$ cat src/logic/tsra_pkg.sv
// Shared constants and types for the sensor register access block
package tsra_pkg;

	// ---------------------------------------------------------------
	// Selector codes
	// ---------------------------------------------------------------
	localparam logic [1:0] TSRA_PTR_TEMP = 2'h0;
	localparam logic [1:0] TSRA_PTR_CFG = 2'h1;
	localparam logic [1:0] TSRA_PTR_LOW = 2'h2;
	localparam logic [1:0] TSRA_PTR_HIGH = 2'h3;
	localparam logic [5:0] TSRA_PTR_UPPER_OK = 6'h00;

	// ---------------------------------------------------------------
	// Values after reset
	// ---------------------------------------------------------------
	localparam logic [1:0] TSRA_PTR_RST = 2'h0;
	localparam logic [15:0] TSRA_TEMP_RST = 16'h0000;
	localparam logic [6:0] TSRA_CFG_RST = 7'h00;
	localparam logic [15:0] TSRA_LOW_RST = 16'h4B00;
	localparam logic [15:0] TSRA_HIGH_RST = 16'h5000;

	// ---------------------------------------------------------------
	// Bus address and configuration field positions (upper byte)
	// ---------------------------------------------------------------
	localparam logic [3:0] TSRA_ADDR_PREFIX = 4'h9;
	localparam int TSRA_CFG_OS = 7;
	localparam int TSRA_CFG_RES_HI = 6;
	localparam int TSRA_CFG_RES_LO = 5;
	localparam int TSRA_CFG_FQ_HI = 4;
	localparam int TSRA_CFG_FQ_LO = 3;
	localparam int TSRA_CFG_POL = 2;
	localparam int TSRA_CFG_MODE = 1;
	localparam int TSRA_CFG_SD = 0;

	// ---------------------------------------------------------------
	// Result masks per resolution code, left justified
	// ---------------------------------------------------------------
	localparam logic [15:0] TSRA_MASK_9 = 16'hFF80;
	localparam logic [15:0] TSRA_MASK_10 = 16'hFFC0;
	localparam logic [15:0] TSRA_MASK_11 = 16'hFFE0;
	localparam logic [15:0] TSRA_MASK_12 = 16'hFFF0;

	// ---------------------------------------------------------------
	// Conversion times
	// ---------------------------------------------------------------
	localparam int TSRA_CLK_HZ = 100_000_000;
	localparam int TSRA_CONV9_MS = 25;
	localparam int TSRA_CONV10_MS = 50;
	localparam int TSRA_CONV11_MS = 100;
	localparam int TSRA_CONV12_MS = 200;
	localparam int TSRA_CYC_PER_MS = TSRA_CLK_HZ / 1000;
	localparam int TSRA_CONV9_CYC = TSRA_CONV9_MS * TSRA_CYC_PER_MS;
	localparam int TSRA_CONV10_CYC = TSRA_CONV10_MS * TSRA_CYC_PER_MS;
	localparam int TSRA_CONV11_CYC = TSRA_CONV11_MS * TSRA_CYC_PER_MS;
	localparam int TSRA_CONV12_CYC = TSRA_CONV12_MS * TSRA_CYC_PER_MS;

	// ---------------------------------------------------------------
	// Serial engine states
	// ---------------------------------------------------------------
	typedef enum logic [2:0] {
		TSRA_S_IDLE = 3'b000,
		TSRA_S_ADDR = 3'b001,
		TSRA_S_PTR = 3'b010,
		TSRA_S_WDATA = 3'b011,
		TSRA_S_ACK = 3'b100,
		TSRA_S_RD = 3'b101,
		TSRA_S_MACK = 3'b110
	} tsra_state_t;

endpackage

$ cat src/logic/tsra_conv_timer.sv
// Conversion period timer with one-shot support
`timescale 1ns/1ps
module tsra_conv_timer #(
	parameter int P_CYC9 = tsra_pkg::TSRA_CONV9_CYC,
	parameter int P_CYC10 = tsra_pkg::TSRA_CONV10_CYC,
	parameter int P_CYC11 = tsra_pkg::TSRA_CONV11_CYC,
	parameter int P_CYC12 = tsra_pkg::TSRA_CONV12_CYC
) (
	// Clock and reset
	input wire logic i_clk,
	input wire logic i_rst_n,
	// Control
	input wire logic [1:0] i_res,
	input wire logic i_shutdown,
	input wire logic i_one_shot,
	// Result strobe
	output logic o_done
);
	import tsra_pkg::*;

	if (P_CYC9 < 1 || P_CYC10 < 1 || P_CYC11 < 1 || P_CYC12 < 1)
	begin : g_chk
		$error("conversion counts must be at least one cycle");
	end

	typedef struct packed {
		logic [31:0] cnt;
		logic os_run;
		logic done;
	} tsra_tmr_t;

	tsra_tmr_t r_ff;
	tsra_tmr_t nxt_r;
	logic [31:0] limit;

	always_comb
	begin
		nxt_r = r_ff;
		nxt_r.done = 1'b0;
		unique case (i_res)
			2'h0: limit = 32'(P_CYC9);
			2'h1: limit = 32'(P_CYC10);
			2'h2: limit = 32'(P_CYC11);
			default: limit = 32'(P_CYC12);
		endcase
		// One-shot is meaningless unless shut down
		if (i_one_shot && i_shutdown)
			nxt_r.os_run = 1'b1;
		if (i_shutdown && !r_ff.os_run && !nxt_r.os_run)
			nxt_r.cnt = 32'h0;
		else if (r_ff.cnt >= limit - 32'h1)
		begin
			nxt_r.cnt = 32'h0;
			nxt_r.done = 1'b1;
			nxt_r.os_run = 1'b0;
		end
		else
			nxt_r.cnt = r_ff.cnt + 32'h1;
	end

	always_ff @(posedge i_clk or negedge i_rst_n)
	begin
		if (!i_rst_n)
			r_ff <= '0;
		else
			r_ff <= nxt_r;
	end

	assign o_done = r_ff.done;

endmodule

$ cat src/logic/tsra_top.sv
// Serial register access layer of the temperature sensor
`timescale 1ns/1ps
// Operation
// - Five registers: write-only selector plus temp, config, low, high.
// - Selector codes 0..3 pick temp, config, low limit, high limit.
// - Selector persists across reads until a new selector write.
// - First byte after a write address is always the selector.
// - Invalid selector byte is acknowledged but leaves selector unchanged.
// - Address 1001AAA plus direction bit, AAA from strap pins.
// - Acknowledge after matching address and after each selector byte.
// - Selector resets to zero so temperature reads need no setup.
// - Result is 16-bit twos complement, unused low bits forced zero.
// - Bit 15 of the result is the sign.
// - Result left justified: 9 bits at 15:7 down to 15:4.
// - New conversion loads when no result read is in progress, or at a host ack after the lower byte.
// - Reading the result never disturbs background conversions.
// - Upper byte, host ack, lower byte, host nack, then release.
// - Host ack after lower byte restarts with fresh upper byte.
// - Host nack after upper byte skips lower byte and releases.
// - Result register resets to zero.
// - Writes aimed at the result are discarded with a nack.
// - Config is 16 bits; upper byte alone suffices to read and write.
// - Resolution codes 0..3 give 9..12 bits, 25 to 200 ms.
// - Only first config data byte counts; partial bytes change nothing.
module tsra_top #(
	parameter int P_CYC9 = tsra_pkg::TSRA_CONV9_CYC,
	parameter int P_CYC10 = tsra_pkg::TSRA_CONV10_CYC,
	parameter int P_CYC11 = tsra_pkg::TSRA_CONV11_CYC,
	parameter int P_CYC12 = tsra_pkg::TSRA_CONV12_CYC
) (
	// Clock and reset
	input wire logic i_clk,
	input wire logic i_rst_n,
	// Serial bus
	input wire logic i_scl,
	input wire logic i_sda,
	output logic o_sda_out,
	output logic o_sda_oe_n,
	// Strap pins
	input wire logic [2:0] i_addr_select_pins,
	// Sensor sample, twos complement, bit 4 is one degree
	input wire logic [11:0] i_temp_sample,
	// Register contents toward the sensor core
	output logic [15:0] o_temp_value_bits,
	output logic [1:0] o_resolution_field,
	output logic [1:0] o_fault_queue,
	output logic o_alert_polarity,
	output logic o_alarm_mode,
	output logic o_shutdown,
	output logic o_conv_done,
	output logic [15:0] o_low_limit,
	output logic [15:0] o_high_limit
);
	import tsra_pkg::*;

	// ---------------------------------------------------------------
	// State
	// ---------------------------------------------------------------
	typedef struct packed {
		tsra_state_t st;
		tsra_state_t ack_next;
		logic scl_q;
		logic sda_q;
		logic [3:0] cnt;
		logic [7:0] sh;
		logic [7:0] tx;
		logic got;
		logic oe_n;
		logic [1:0] idx;
		logic [1:0] ptr;
		logic wr_ok;
		logic mack;
		logic [6:0] cfg;
		logic [15:0] low;
		logic [15:0] high;
		logic [15:0] temp;
		logic pend;
		logic [15:0] pend_val;
		logic [2:0] addr;
		logic strap_done;
		logic os_go;
		logic conv_q;
	} tsra_regs_t;

	tsra_regs_t r_ff;
	tsra_regs_t nxt_r;
	logic conv_done;
	logic scl_rise;
	logic scl_fall;
	logic bus_start;
	logic bus_stop;
	logic reading;
	logic [15:0] conv_val;
	logic [15:0] fresh;
	logic [7:0] byte_out;

	// ---------------------------------------------------------------
	// Helpers
	// ---------------------------------------------------------------
	function automatic logic [15:0] res_mask(input logic [1:0] res);
		logic [15:0] m;
		m = TSRA_MASK_12;
		unique case (res)
			2'h0: m = TSRA_MASK_9;
			2'h1: m = TSRA_MASK_10;
			2'h2: m = TSRA_MASK_11;
			default: m = TSRA_MASK_12;
		endcase
		return m;
	endfunction

	function automatic logic [7:0] rd_byte(input tsra_regs_t r,
		input logic [1:0] ptr, input logic [1:0] idx,
		input logic [15:0] t);
		logic [15:0] w;
		w = t;
		unique case (ptr)
			TSRA_PTR_TEMP: w = t;
			// One-shot bit and the reserved low byte read as zero
			TSRA_PTR_CFG: w = {1'b0, r.cfg, 8'h00};
			TSRA_PTR_LOW: w = r.low;
			default: w = r.high;
		endcase
		return (idx == 2'h0) ? w[15:8] : w[7:0];
	endfunction

	// ---------------------------------------------------------------
	// Conversion timing
	// ---------------------------------------------------------------
	// Timer runs free of the bus so reads cannot stall conversions
	// independent conversion timer
	tsra_conv_timer #(
		.P_CYC9(P_CYC9),
		.P_CYC10(P_CYC10),
		.P_CYC11(P_CYC11),
		.P_CYC12(P_CYC12)
	) u_timer (
		.i_clk(i_clk),
		.i_rst_n(i_rst_n),
		.i_res(r_ff.cfg[TSRA_CFG_RES_HI:TSRA_CFG_RES_LO]),
		.i_shutdown(r_ff.cfg[TSRA_CFG_SD]),
		.i_one_shot(r_ff.os_go),
		.o_done(conv_done)
	);

	// ---------------------------------------------------------------
	// Next state
	// ---------------------------------------------------------------
	always_comb
	begin
		nxt_r = r_ff;
		nxt_r.scl_q = i_scl;
		nxt_r.sda_q = i_sda;
		nxt_r.os_go = 1'b0;
		nxt_r.conv_q = conv_done;
		scl_rise = i_scl && !r_ff.scl_q;
		scl_fall = !i_scl && r_ff.scl_q;
		bus_start = r_ff.scl_q && i_scl && r_ff.sda_q && !i_sda;
		bus_stop = r_ff.scl_q && i_scl && !r_ff.sda_q && i_sda;
		// Ack before the first read byte counts, so both bytes match
		reading = (r_ff.ptr == TSRA_PTR_TEMP) &&
			(r_ff.st == TSRA_S_RD || r_ff.st == TSRA_S_MACK ||
			(r_ff.st == TSRA_S_ACK && r_ff.ack_next == TSRA_S_RD));
		conv_val = {i_temp_sample, 4'h0} &
			res_mask(r_ff.cfg[TSRA_CFG_RES_HI:TSRA_CFG_RES_LO]);
		// A conversion ending right at the restart must not be lost
		fresh = conv_done ? conv_val :
			(r_ff.pend ? r_ff.pend_val : r_ff.temp);
		byte_out = 8'h00;
		// Straps are caught once, just after reset release
		if (!r_ff.strap_done)
		begin
			nxt_r.addr = i_addr_select_pins;
			nxt_r.strap_done = 1'b1;
		end
		// defer loading while a read is shifting out
		if (!reading && r_ff.pend)
		begin
			nxt_r.temp = r_ff.pend_val;
			nxt_r.pend = 1'b0;
		end
		if (conv_done)
		begin
			if (reading)
			begin
				nxt_r.pend = 1'b1;
				nxt_r.pend_val = conv_val;
			end
			else
			begin
				nxt_r.temp = conv_val;
				nxt_r.pend = 1'b0;
			end
		end
		if (bus_stop)
		begin
			nxt_r.st = TSRA_S_IDLE;
			nxt_r.oe_n = 1'b1;
		end
		else if (bus_start)
		begin
			nxt_r.st = TSRA_S_ADDR;
			nxt_r.cnt = 4'h0;
			nxt_r.got = 1'b0;
			nxt_r.oe_n = 1'b1;
		end
		else
		begin
			unique case (r_ff.st)
				TSRA_S_IDLE:
				begin
				end
				TSRA_S_ADDR, TSRA_S_PTR, TSRA_S_WDATA:
				begin
					// bytes act only once all eight bits are in
					if (scl_rise && !r_ff.got)
					begin
						nxt_r.sh = {r_ff.sh[6:0], i_sda};
						nxt_r.cnt = r_ff.cnt + 4'h1;
						if (r_ff.cnt == 4'h7)
							nxt_r.got = 1'b1;
					end
					if (scl_fall && r_ff.got)
					begin
						nxt_r.got = 1'b0;
						nxt_r.cnt = 4'h0;
						nxt_r.st = TSRA_S_ACK;
						nxt_r.oe_n = 1'b0;
						if (r_ff.st == TSRA_S_ADDR)
						begin
							if (r_ff.sh[7:1] == {TSRA_ADDR_PREFIX, r_ff.addr})
							begin
								nxt_r.idx = 2'h0;
								nxt_r.ack_next = r_ff.sh[0] ?
									TSRA_S_RD : TSRA_S_PTR;
							end
							else
							begin
								nxt_r.st = TSRA_S_IDLE;
								nxt_r.oe_n = 1'b1;
							end
						end
						else if (r_ff.st == TSRA_S_PTR)
						begin
							nxt_r.wr_ok = (r_ff.sh[7:2] == TSRA_PTR_UPPER_OK);
							if (r_ff.sh[7:2] == TSRA_PTR_UPPER_OK)
								nxt_r.ptr = r_ff.sh[1:0];
							nxt_r.idx = 2'h0;
							nxt_r.ack_next = TSRA_S_WDATA;
						end
						else if (r_ff.wr_ok && r_ff.ptr == TSRA_PTR_TEMP)
						begin
							nxt_r.oe_n = 1'b1;
							nxt_r.ack_next = TSRA_S_IDLE;
						end
						else
						begin
							nxt_r.ack_next = TSRA_S_WDATA;
							if (r_ff.idx != 2'h2)
								nxt_r.idx = r_ff.idx + 2'h1;
							if (r_ff.wr_ok)
							begin
								unique case (r_ff.ptr)
									TSRA_PTR_CFG:
									begin
										if (r_ff.idx == 2'h0)
										begin
											nxt_r.cfg = r_ff.sh[6:0];
											nxt_r.os_go = r_ff.sh[TSRA_CFG_OS] &&
												r_ff.cfg[TSRA_CFG_SD];
										end
									end
									TSRA_PTR_LOW:
									begin
										if (r_ff.idx == 2'h0)
											nxt_r.low[15:8] = r_ff.sh;
										else if (r_ff.idx == 2'h1)
											nxt_r.low[7:0] = r_ff.sh;
									end
									default:
									begin
										if (r_ff.idx == 2'h0)
											nxt_r.high[15:8] = r_ff.sh;
										else if (r_ff.idx == 2'h1)
											nxt_r.high[7:0] = r_ff.sh;
									end
								endcase
							end
						end
					end
				end
				TSRA_S_ACK:
				begin
					if (scl_fall)
					begin
						if (r_ff.ack_next == TSRA_S_RD)
						begin
							byte_out = rd_byte(r_ff, r_ff.ptr, 2'h0, r_ff.temp);
							nxt_r.oe_n = byte_out[7];
							nxt_r.tx = {byte_out[6:0], 1'b0};
							nxt_r.cnt = 4'h1;
						end
						else
						begin
							nxt_r.oe_n = 1'b1;
							nxt_r.cnt = 4'h0;
							nxt_r.got = 1'b0;
						end
						nxt_r.st = r_ff.ack_next;
					end
				end
				TSRA_S_RD:
				begin
					if (scl_fall)
					begin
						if (r_ff.cnt == 4'h8)
						begin
							nxt_r.oe_n = 1'b1;
							nxt_r.st = TSRA_S_MACK;
						end
						else
						begin
							nxt_r.oe_n = r_ff.tx[7];
							nxt_r.tx = {r_ff.tx[6:0], 1'b0};
							nxt_r.cnt = r_ff.cnt + 4'h1;
						end
					end
				end
				TSRA_S_MACK:
				begin
					if (scl_rise)
						nxt_r.mack = !i_sda;
					if (scl_fall)
					begin
						if (!r_ff.mack)
						begin
							nxt_r.st = TSRA_S_IDLE;
							nxt_r.oe_n = 1'b1;
						end
						else
						begin
							// ack after lower byte sends fresh data
							if (r_ff.idx == 2'h1 && r_ff.ptr == TSRA_PTR_TEMP)
							begin
								nxt_r.temp = fresh;
								nxt_r.pend = 1'b0;
							end
							nxt_r.idx = (r_ff.idx == 2'h0) ? 2'h1 : 2'h0;
							// Lower byte belongs to the word already started
							byte_out = rd_byte(r_ff, r_ff.ptr, nxt_r.idx,
								(r_ff.idx == 2'h1) ? fresh : r_ff.temp);
							nxt_r.oe_n = byte_out[7];
							nxt_r.tx = {byte_out[6:0], 1'b0};
							nxt_r.cnt = 4'h1;
							nxt_r.st = TSRA_S_RD;
						end
					end
				end
				default:
				begin
					nxt_r.st = TSRA_S_IDLE;
					nxt_r.oe_n = 1'b1;
				end
			endcase
		end
	end

	// ---------------------------------------------------------------
	// Registers
	// ---------------------------------------------------------------
	always_ff @(posedge i_clk or negedge i_rst_n)
	begin
		if (!i_rst_n)
		begin
			r_ff <= '0;
			r_ff.st <= TSRA_S_IDLE;
			r_ff.ack_next <= TSRA_S_IDLE;
			r_ff.scl_q <= 1'b1;
			r_ff.sda_q <= 1'b1;
			r_ff.oe_n <= 1'b1;
			r_ff.ptr <= TSRA_PTR_RST;
			r_ff.temp <= TSRA_TEMP_RST;
			r_ff.cfg <= TSRA_CFG_RST;
			r_ff.low <= TSRA_LOW_RST;
			r_ff.high <= TSRA_HIGH_RST;
		end
		else
			r_ff <= nxt_r;
	end

	assign o_sda_out = 1'b0;
	assign o_sda_oe_n = r_ff.oe_n;
	assign o_temp_value_bits = r_ff.temp;
	assign o_resolution_field = r_ff.cfg[TSRA_CFG_RES_HI:TSRA_CFG_RES_LO];
	assign o_fault_queue = r_ff.cfg[TSRA_CFG_FQ_HI:TSRA_CFG_FQ_LO];
	assign o_alert_polarity = r_ff.cfg[TSRA_CFG_POL];
	assign o_alarm_mode = r_ff.cfg[TSRA_CFG_MODE];
	assign o_shutdown = r_ff.cfg[TSRA_CFG_SD];
	assign o_conv_done = r_ff.conv_q;
	assign o_low_limit = r_ff.low;
	assign o_high_limit = r_ff.high;
endmodule

$ cat config.mk
export PLATFORM = sky130hd
export DESIGN_NAME = tsra_top
export DESIGN_NICKNAME = d
export VERILOG_FILES = /design/src/logic/tsra_pkg.sv /design/src/logic/tsra_conv_timer.sv /design/src/logic/tsra_top.sv
export SDC_FILE = /design/constraint.sdc
export NUM_CORES = 1
export LEC_CHECK = 0
export ABC_AREA = 0
export BUFFER_PORTS_ARGS = -buffer_cell sky130_fd_sc_hd__buf_4
export CAP_MARGIN = 25
export CELL_PAD_IN_SITES_DETAIL_PLACEMENT = 1
export CELL_PAD_IN_SITES_GLOBAL_PLACEMENT = 2
export CORE_MARGIN = 5
export CORE_UTILIZATION = 39
export DETAILED_ROUTE_END_ITERATION = 16
export GPL_TIMING_DRIVEN = 0
export PLACE_DENSITY_LB_ADDON = 0.1
export SLEW_MARGIN = 20
export SYNTH_ARGS = -nofsm -noshare
export SYNTH_HDL_FRONTEND = slang
export SYNTH_SLANG_ARGS = --single-unit
export TNS_END_PERCENT = 10
$ cat constraint.sdc
create_clock -name i_clk -period 4.2 [get_ports i_clk]
set_input_delay 0.84 -clock i_clk [delete_from_list [all_inputs] [get_ports i_clk]]
set_output_delay 0.84 -clock i_clk [all_outputs]
set_load 0.005 [all_outputs]
==> results of run 1 <==
==> cells in the final DEF (no fill, tap or decap), types with 9 or more instances in the layout <==
| cell type | n |
|---|---|
| nand2b_1 | 21 |
| ha_1 | 38 |
| dfstp_2 | 9 |
| mux2_2 | 25 |
| nor2_1 | 32 |
| mux2_1 | 40 |
| xnor2_1 | 12 |
| nand3_1 | 29 |
| o211ai_1 | 12 |
| o21ai_0 | 40 |
| a21oi_1 | 30 |
| a211oi_1 | 13 |
| buf_4 | 129 |
| inv_1 | 23 |
| nand4_1 | 9 |
| a31oi_1 | 14 |
| clkbuf_1 | 27 |
| clkbuf_16 | 17 |
| buf_2 | 18 |
| nor3_1 | 44 |
| xor2_1 | 17 |
| nor2b_1 | 13 |
| o22ai_1 | 16 |
| dfrtp_1 | 134 |
| nand2_1 | 82 |
==> power by group <==
group | leakage [uW] | switching, uW | internal [uW] | total, uW
sequential | 0.00184 | 87.6 | 1440 | 1520
clock | 0.000311 | 700 | 968 | 1670
combinational | 0.00259 | 202 | 149 | 351
==> cell type report <==
class                           instances  area [um2]
Fill cell                            2496       11600
Multi-Input combinational cell        637        4500
Sequential cell                       143        3590
Buffer                                103         616
Timing Repair Buffer                   76         598
Clock buffer                           17         425
Tap cell                              280         350
Clock inverter                         15         209
Inverter                               24        90.1
==> cell families after synthesis <==
| family | synth area share, % |
|---|---|
| compound gates | 15.6 |
| xor+xnor | 2.90 |
| fa+ha+maj | 5.42 |
| buf+inv | 8.05 |
| flops | 40.9 |
| mux | 9.37 |
| other cells | 0.0856 |
| simple gates | 17.6 |
==> worst max-delay path, cell delays in order, from the launching register on <==
cell and delay (ns):
dfrtp_1 0.62, inv_1 0.26, ha_1 0.44, or4_1 0.57
nor3_1 0.16, a211oi_1 0.08, ha_1 0.31, nand4_1 0.12
a311o_1 0.38, a41oi_1 0.29, buf_2 0.28, buf_4 0.21
nor3_1 0.07
==> registers in the layout (all words and copies together), names as in the netlist <==
signal / count
o_temp_value_bits: 16
o_high_limit: 16
o_low_limit: 16
o_shutdown: 1
u_timer.o_done: 1
o_sda_oe_n: 1
o_alert_polarity: 1
o_fault_queue: 2
o_resolution_field: 2
o_alarm_mode: 1
o_conv_done: 1
u_timer.r_ff: 33
r_ff: 52
==> final timing paths <==
path / end / depth (start not counted)
worst min register to register: r_ff[12]$_DFFE_PN0P_ / 2
max in group asynchronous: o_low_limit[14]$_DFFE_PN1P_ / 2
worst min-delay path: o_temp_value_bits[11]$_DFF_PN0_ / 1
min in group i_clk: r_ff[12]$_DFFE_PN0P_ / 2
worst max register to register: u_timer.r_ff[25]$_DFF_PN0_ / 12
worst max-delay path: u_timer.r_ff[25]$_DFF_PN0_ / 12
==> routing by layer <==
metal | up-vias | wire, um | track usage, %
met3 | 27 | 921 | 3.12
met1 | 3737 | 13400 | 31.3
met4 | 0 | 453 | 5.83
met5 | - | 0 | 0
li1 | 3437 | - | -
met2 | 122 | 13600 | 36.6
==> metrics by stage <==
stage | instance area (um2) | hold WS (ns) | total power [uW] | util, %
after floorplan | 8790 | 0.401 | 1720 | -
after global placement | 9710 | 0.463 | 1890 | 44.2
after detailed placement | 9750 | 0.470 | 1900 | 44.4
after CTS | 10400 | 0.410 | 3580 | 47.3
after global routing | 10400 | 0.428 | 3690 | 47.3
final | 10400 | 0.390 | 3540 | 47.3
==> results.sh, run 1 <==
export IMPL_startpoint_type="flip-flop"
export IMPL_hold_path_class="input port to async pin"
export IMPL_die_area_mm2=0.0256
export IMPL_crit_type="flip-flop to flip-flop"
export IMPL_die_y_um=160
export IMPL_cts_made_buffers=17
export IMPL_finClkSkew_ns=0.0136
export IMPL_num_io_pins=77
export IMPL_worstMarginPinSlew_ns=0.952
export IMPL_fin_cells=1295
export IMPL_synth_most_common_cell="dfrtp_1"
export IMPL_synth_area_leaders="dfrtp_1 (38%), ha_1 (5.4%), mux2_1 (5.1%), buf_4 (4.7%), nand2_1 (3.5%)"
export IMPL_cp_max_fo=10
export IMPL_max_freq_mhz=255
export IMPL_tns_ns=0
export IMPL_dp_cells=1263
export IMPL_via_per_inst=5.65
export IMPL_root_buffer="clkbuf_16"
export IMPL_drive_above_1_share_pct=22.6
export IMPL_synth_cell_types=78
export IMPL_slew_headroom_pct=35.9
export IMPL_area_growth_pct=18.4
export IMPL_yosys_area_top_type="dfrtp_1"
export IMPL_pre_cts_ws_ns=0.285
export IMPL_grt_start_max_net_pins=73
export IMPL_start_util_pct=39.9
export IMPL_ys_seq_area_share_pct=40.9
export IMPL_post_route_min_period_ns=3.93
export IMPL_power_density_mw_per_mm2=341
export IMPL_netlist_area_mm2=0.00877
export IMPL_synth_ff_latch_count=143
export IMPL_antenna_found_initial=0
export IMPL_cap_viol_max_count=0
export IMPL_arrival_ns=4.22
export IMPL_clock_path_buffers=2
export IMPL_vias=7323
export IMPL_synth_top_area_share_pct=38.2
export IMPL_yosys_warnings=0
export IMPL_rows=54
export IMPL_diodes=0
export IMPL_post_cts_resized=0
export IMPL_grt_use_total_pct=22.4
export IMPL_finalHoldViolCount=0
export IMPL_p_leak_uw=0.00475
export IMPL_fin_crit_sh_pct=93.5
export IMPL_endpoint_kind="flip-flop"
export IMPL_post_cts_buffers=0
export IMPL_cts_sinks=143
export IMPL_drtIter0Drc=344
export IMPL_wire_per_inst_um=21.9
export IMPL_slew_viol_final=0
export IMPL_gp_congestion=0.845
export IMPL_reg2reg_slack_ns=0.27
export IMPL_drt_first_pass_iters=5
export IMPL_routed_wl_mm=28.4
export IMPL_async_reset_ff_share_pct=100
export IMPL_cts_hold_fix_buffers=0
export IMPL_drc=0
export IMPL_ant_nets=0
export IMPL_dpl_hpwl_mm=21.1
export IMPL_synth_edf_count=0
export IMPL_tritoncts="done"
export IMPL_path_clk_slew_ns=0.07
export IMPL_cp_startpoint="o_resolution_field[1]$_DFFE_PN0P_"
export IMPL_grt_ovfl_total=0
export IMPL_grt_pass1_vias=7726
export IMPL_finalSetupViolations=0
export IMPL_nets=1059
export IMPL_portBuffers=75
export IMPL_synth_flop_cell="dfrtp_1"
export IMPL_cp_required_ns=4.49
export IMPL_grt_first_pass_wirelength_mm=45.5
export IMPL_htreeDepth=4
export IMPL_rsz0062_at_grt="no"
export IMPL_r2r_start="o_resolution_field[1]$_DFFE_PN0P_"
export IMPL_peakVddDrop_uv=242
export IMPL_coreArea_mm2=0.0220
export IMPL_die_w_um=160
export IMPL_synthCells=901
export IMPL_ys_top_cells_by_count="dfrtp_1 (134), nand2_1 (82), buf_4 (55), nor3_1 (44)"
export IMPL_synth_avg_cell_area_um2=9.73
export IMPL_outcome="finished, final reports clean"
export IMPL_worst_slack_ns=0.271
export IMPL_clock_latency_ns=0.43
No activity file was read; power rests on OpenSTA's default activity.
==> run 2: changes to the inputs <==
- SETUP_SLACK_MARGIN: unset -> 0.3
==> run 2 against run 1 <==
  * Worst hold slack got worse by 0.0021 ns
  * Non-clock buffer count increased by 4
  * Sequential power about the same
  * Critical path type unchanged
  * Largest power group unchanged
  * Highest routed layer unchanged
==> results.sh, run 2 (synthesis gave the netlist of run 1 again) <==
export IMPL_crit_cells=12
export IMPL_startpoint_type="flip-flop"
export IMPL_grt_first_pass_wirelength_mm=45.5
export IMPL_r2r_start="o_resolution_field[1]$_DFFE_PN0P_"
export IMPL_clock_latency_ns=0.44
export IMPL_cts_hold_fix_buffers=0
export IMPL_rows=54
export IMPL_cp_required_ns=4.50
export IMPL_rsz0062_at_grt="no"
export IMPL_peakVddDrop_uv=244
export IMPL_seq_area_mm2=0.00359
export IMPL_dpl_hpwl_mm=21.1
export IMPL_htreeDepth=4
export IMPL_tritoncts="done"
export IMPL_finalHoldViolCount=0
export IMPL_drt_first_pass_iters=4
export IMPL_grt_pass1_vias=7726
export IMPL_arrival_ns=3.94
export IMPL_drc=0
export IMPL_portBuffers=75
export IMPL_nFillCells=2491
export IMPL_nets=1063
export IMPL_path_cells="inv_1 > ha_1 > or4_1 > nor3_1 > a211oi_1 > ha_1 > nand4_1 > a311o_1 > a41oi_1 > clkbuf_4 > buf_4 > nor3_1"
export IMPL_start_util_pct=39.9
export IMPL_post_dp_cell_area_mm2=0.00975
export IMPL_drive_above_1_share_pct=23.1
export IMPL_reg2reg_slack_ns=0.55
export IMPL_die_y_um=160
export IMPL_timing_rr_end="u_timer.r_ff[25]$_DFF_PN0_"
export IMPL_finClkSkew_ns=0.0136
export IMPL_num_io_pins=77
export IMPL_grt_use_total_pct=22.4
export IMPL_coreArea_mm2=0.0220
export IMPL_worstMarginPinSlew_ns=0.964
export IMPL_final_cell_mix="buf_4 (133), dfrtp_1 (132), nand2_1 (82)"
export IMPL_ant_nets=0
export IMPL_fin_crit_sh_pct=86.8
export IMPL_p_total_uw=3550
export IMPL_wire_per_inst_um=22.0
export IMPL_multiInputGateArea_mm2=0.00450
export IMPL_outcome="finished, final reports clean"
export IMPL_cp_slowest_stage_delay_ns=0.57
export IMPL_power_density_mw_per_mm2=341
export IMPL_cap_viol_max_count=0
export IMPL_hold_path_class="input port to async pin"
export IMPL_grt_start_max_net_pins=73
export IMPL_grt_ovfl_total=0
export IMPL_cts_made_buffers=17
export IMPL_cp_startpoint="o_resolution_field[1]$_DFFE_PN0P_"
export IMPL_crit_family="simple AND/OR/NAND/NOR gates"
export IMPL_slew_headroom_pct=35.2
export IMPL_r2r_worst_path_cells=12
export IMPL_antenna_found_initial=0
export IMPL_crit_slowest_cell="or4_1"
export IMPL_crit_type="flip-flop to flip-flop"
export IMPL_path_clk_slew_ns=0.07
export IMPL_drtIter0Drc=365
export IMPL_clock_path_buffers=2
export IMPL_via_per_inst=5.63
export IMPL_crit_end="u_timer.r_ff[25]$_DFF_PN0_"
export IMPL_p_leak_uw=0.00477
export IMPL_finalSetupViolations=0
export IMPL_final_area_mm2=0.0104
export IMPL_die_area_mm2=0.0256
export IMPL_vias=7313
export IMPL_top_register="r_ff"
export IMPL_cts_sinks=143
export IMPL_routed_wl_mm=28.5
export IMPL_diodes=0
export IMPL_largest_reg_flops=52
export IMPL_top_regs="r_ff: 52 flops, u_timer.r_ff: 33 flops"
export IMPL_area_growth_pct=18.8
export IMPL_die_w_um=160
export IMPL_path_buf_inv=3
export IMPL_max_freq_mhz=274
export IMPL_tns_ns=0
export IMPL_slew_viol_final=0
export IMPL_final_core_util_pct=47.4
export IMPL_layout_commonest_cell="buf_4"
export IMPL_gp_congestion=0.845
export IMPL_cp_max_fo=10
export IMPL_endpoint_kind="flip-flop"
export IMPL_post_route_min_period_ns=3.65
export IMPL_root_buffer="clkbuf_16"
-- run 2: cell types whose count changed in the layout (fill, tap and decap cells not counted) --
cell	previous run	this run
buf_4	129	133
dfrtp_1	134	132
clkbuf_4	0	1
dfrtp_2	0	2
buf_2	18	17
-- run 2: stage by stage --
stage / std cells / hold WS, ns / setup slack [ns]
final: 1299 / 0.388 / 0.553
after global routing: 1299 / 0.428 / 0.396
after CTS: 1295 / 0.410 / 0.339
after detailed placement: 1263 / 0.470 / 0.285
after global placement: 1262 / 0.463 / 0.366
after floorplan: 907 / 0.401 / 1.09
-- run 2: how the worst min path moves through the flow --
stage	depth (start not counted)	slack, ns	end
after detailed placement	2	0.47	r_ff[12]$_DFFE_PN0P_
after floorplan	0	0.40	o_conv_done$_DFF_PN0_
final	1	0.39	o_temp_value_bits[11]$_DFF_PN0_
after CTS	1	0.41	o_temp_value_bits[15]$_DFF_PN0_
after global routing	1	0.43	o_temp_value_bits[11]$_DFF_PN0_
after global placement	2	0.46	r_ff[12]$_DFFE_PN0P_
-- run 2: repair_timing --
action	CTS	global route
buffers inserted	0	4
pin swaps	0	0
setup endpoints to repair	10	10
gates resized for setup	1	2
-- run 2: routing by layer --
layer / vias up / global-route usage (%) / share of wire (%) / wire [um]
li1: 3447 / - / - / -
met1: 3720 / 31.3 / 48 / 13600
met2: 116 / 36.6 / 48 / 13600
met3: 30 / 3.12 / 2.8 / 790
met4: 0 / 5.83 / 1.6 / 465
met5: - / 0 / 0 / 0
-- run 2: cell type report --
class	instances	share of cell area, %
Tap cell	280	3.36
Clock inverter	15	2.01
Clock buffer	17	4.08
Buffer	103	5.93
Timing Repair Buffer	80	6.03
Inverter	24	0.865
Sequential cell	143	34.5
Multi-Input combinational cell	637	43.2
-- run 2: worst register-to-register path, stage by stage, from the launching register on --
cell and delay [ns]:
dfrtp_2 0.45, inv_1 0.24, ha_1 0.38, or4_1 0.57, nor3_1 0.16, a211oi_1 0.08
ha_1 0.31, nand4_1 0.12, a311o_1 0.38, a41oi_1 0.30, clkbuf_4 0.27, buf_4 0.19
nor3_1 0.07
-- run 2: power breakdown --
group	switching [uW]	internal, uW
clock	702	968
combinational	202	150
sequential	87.7	1440
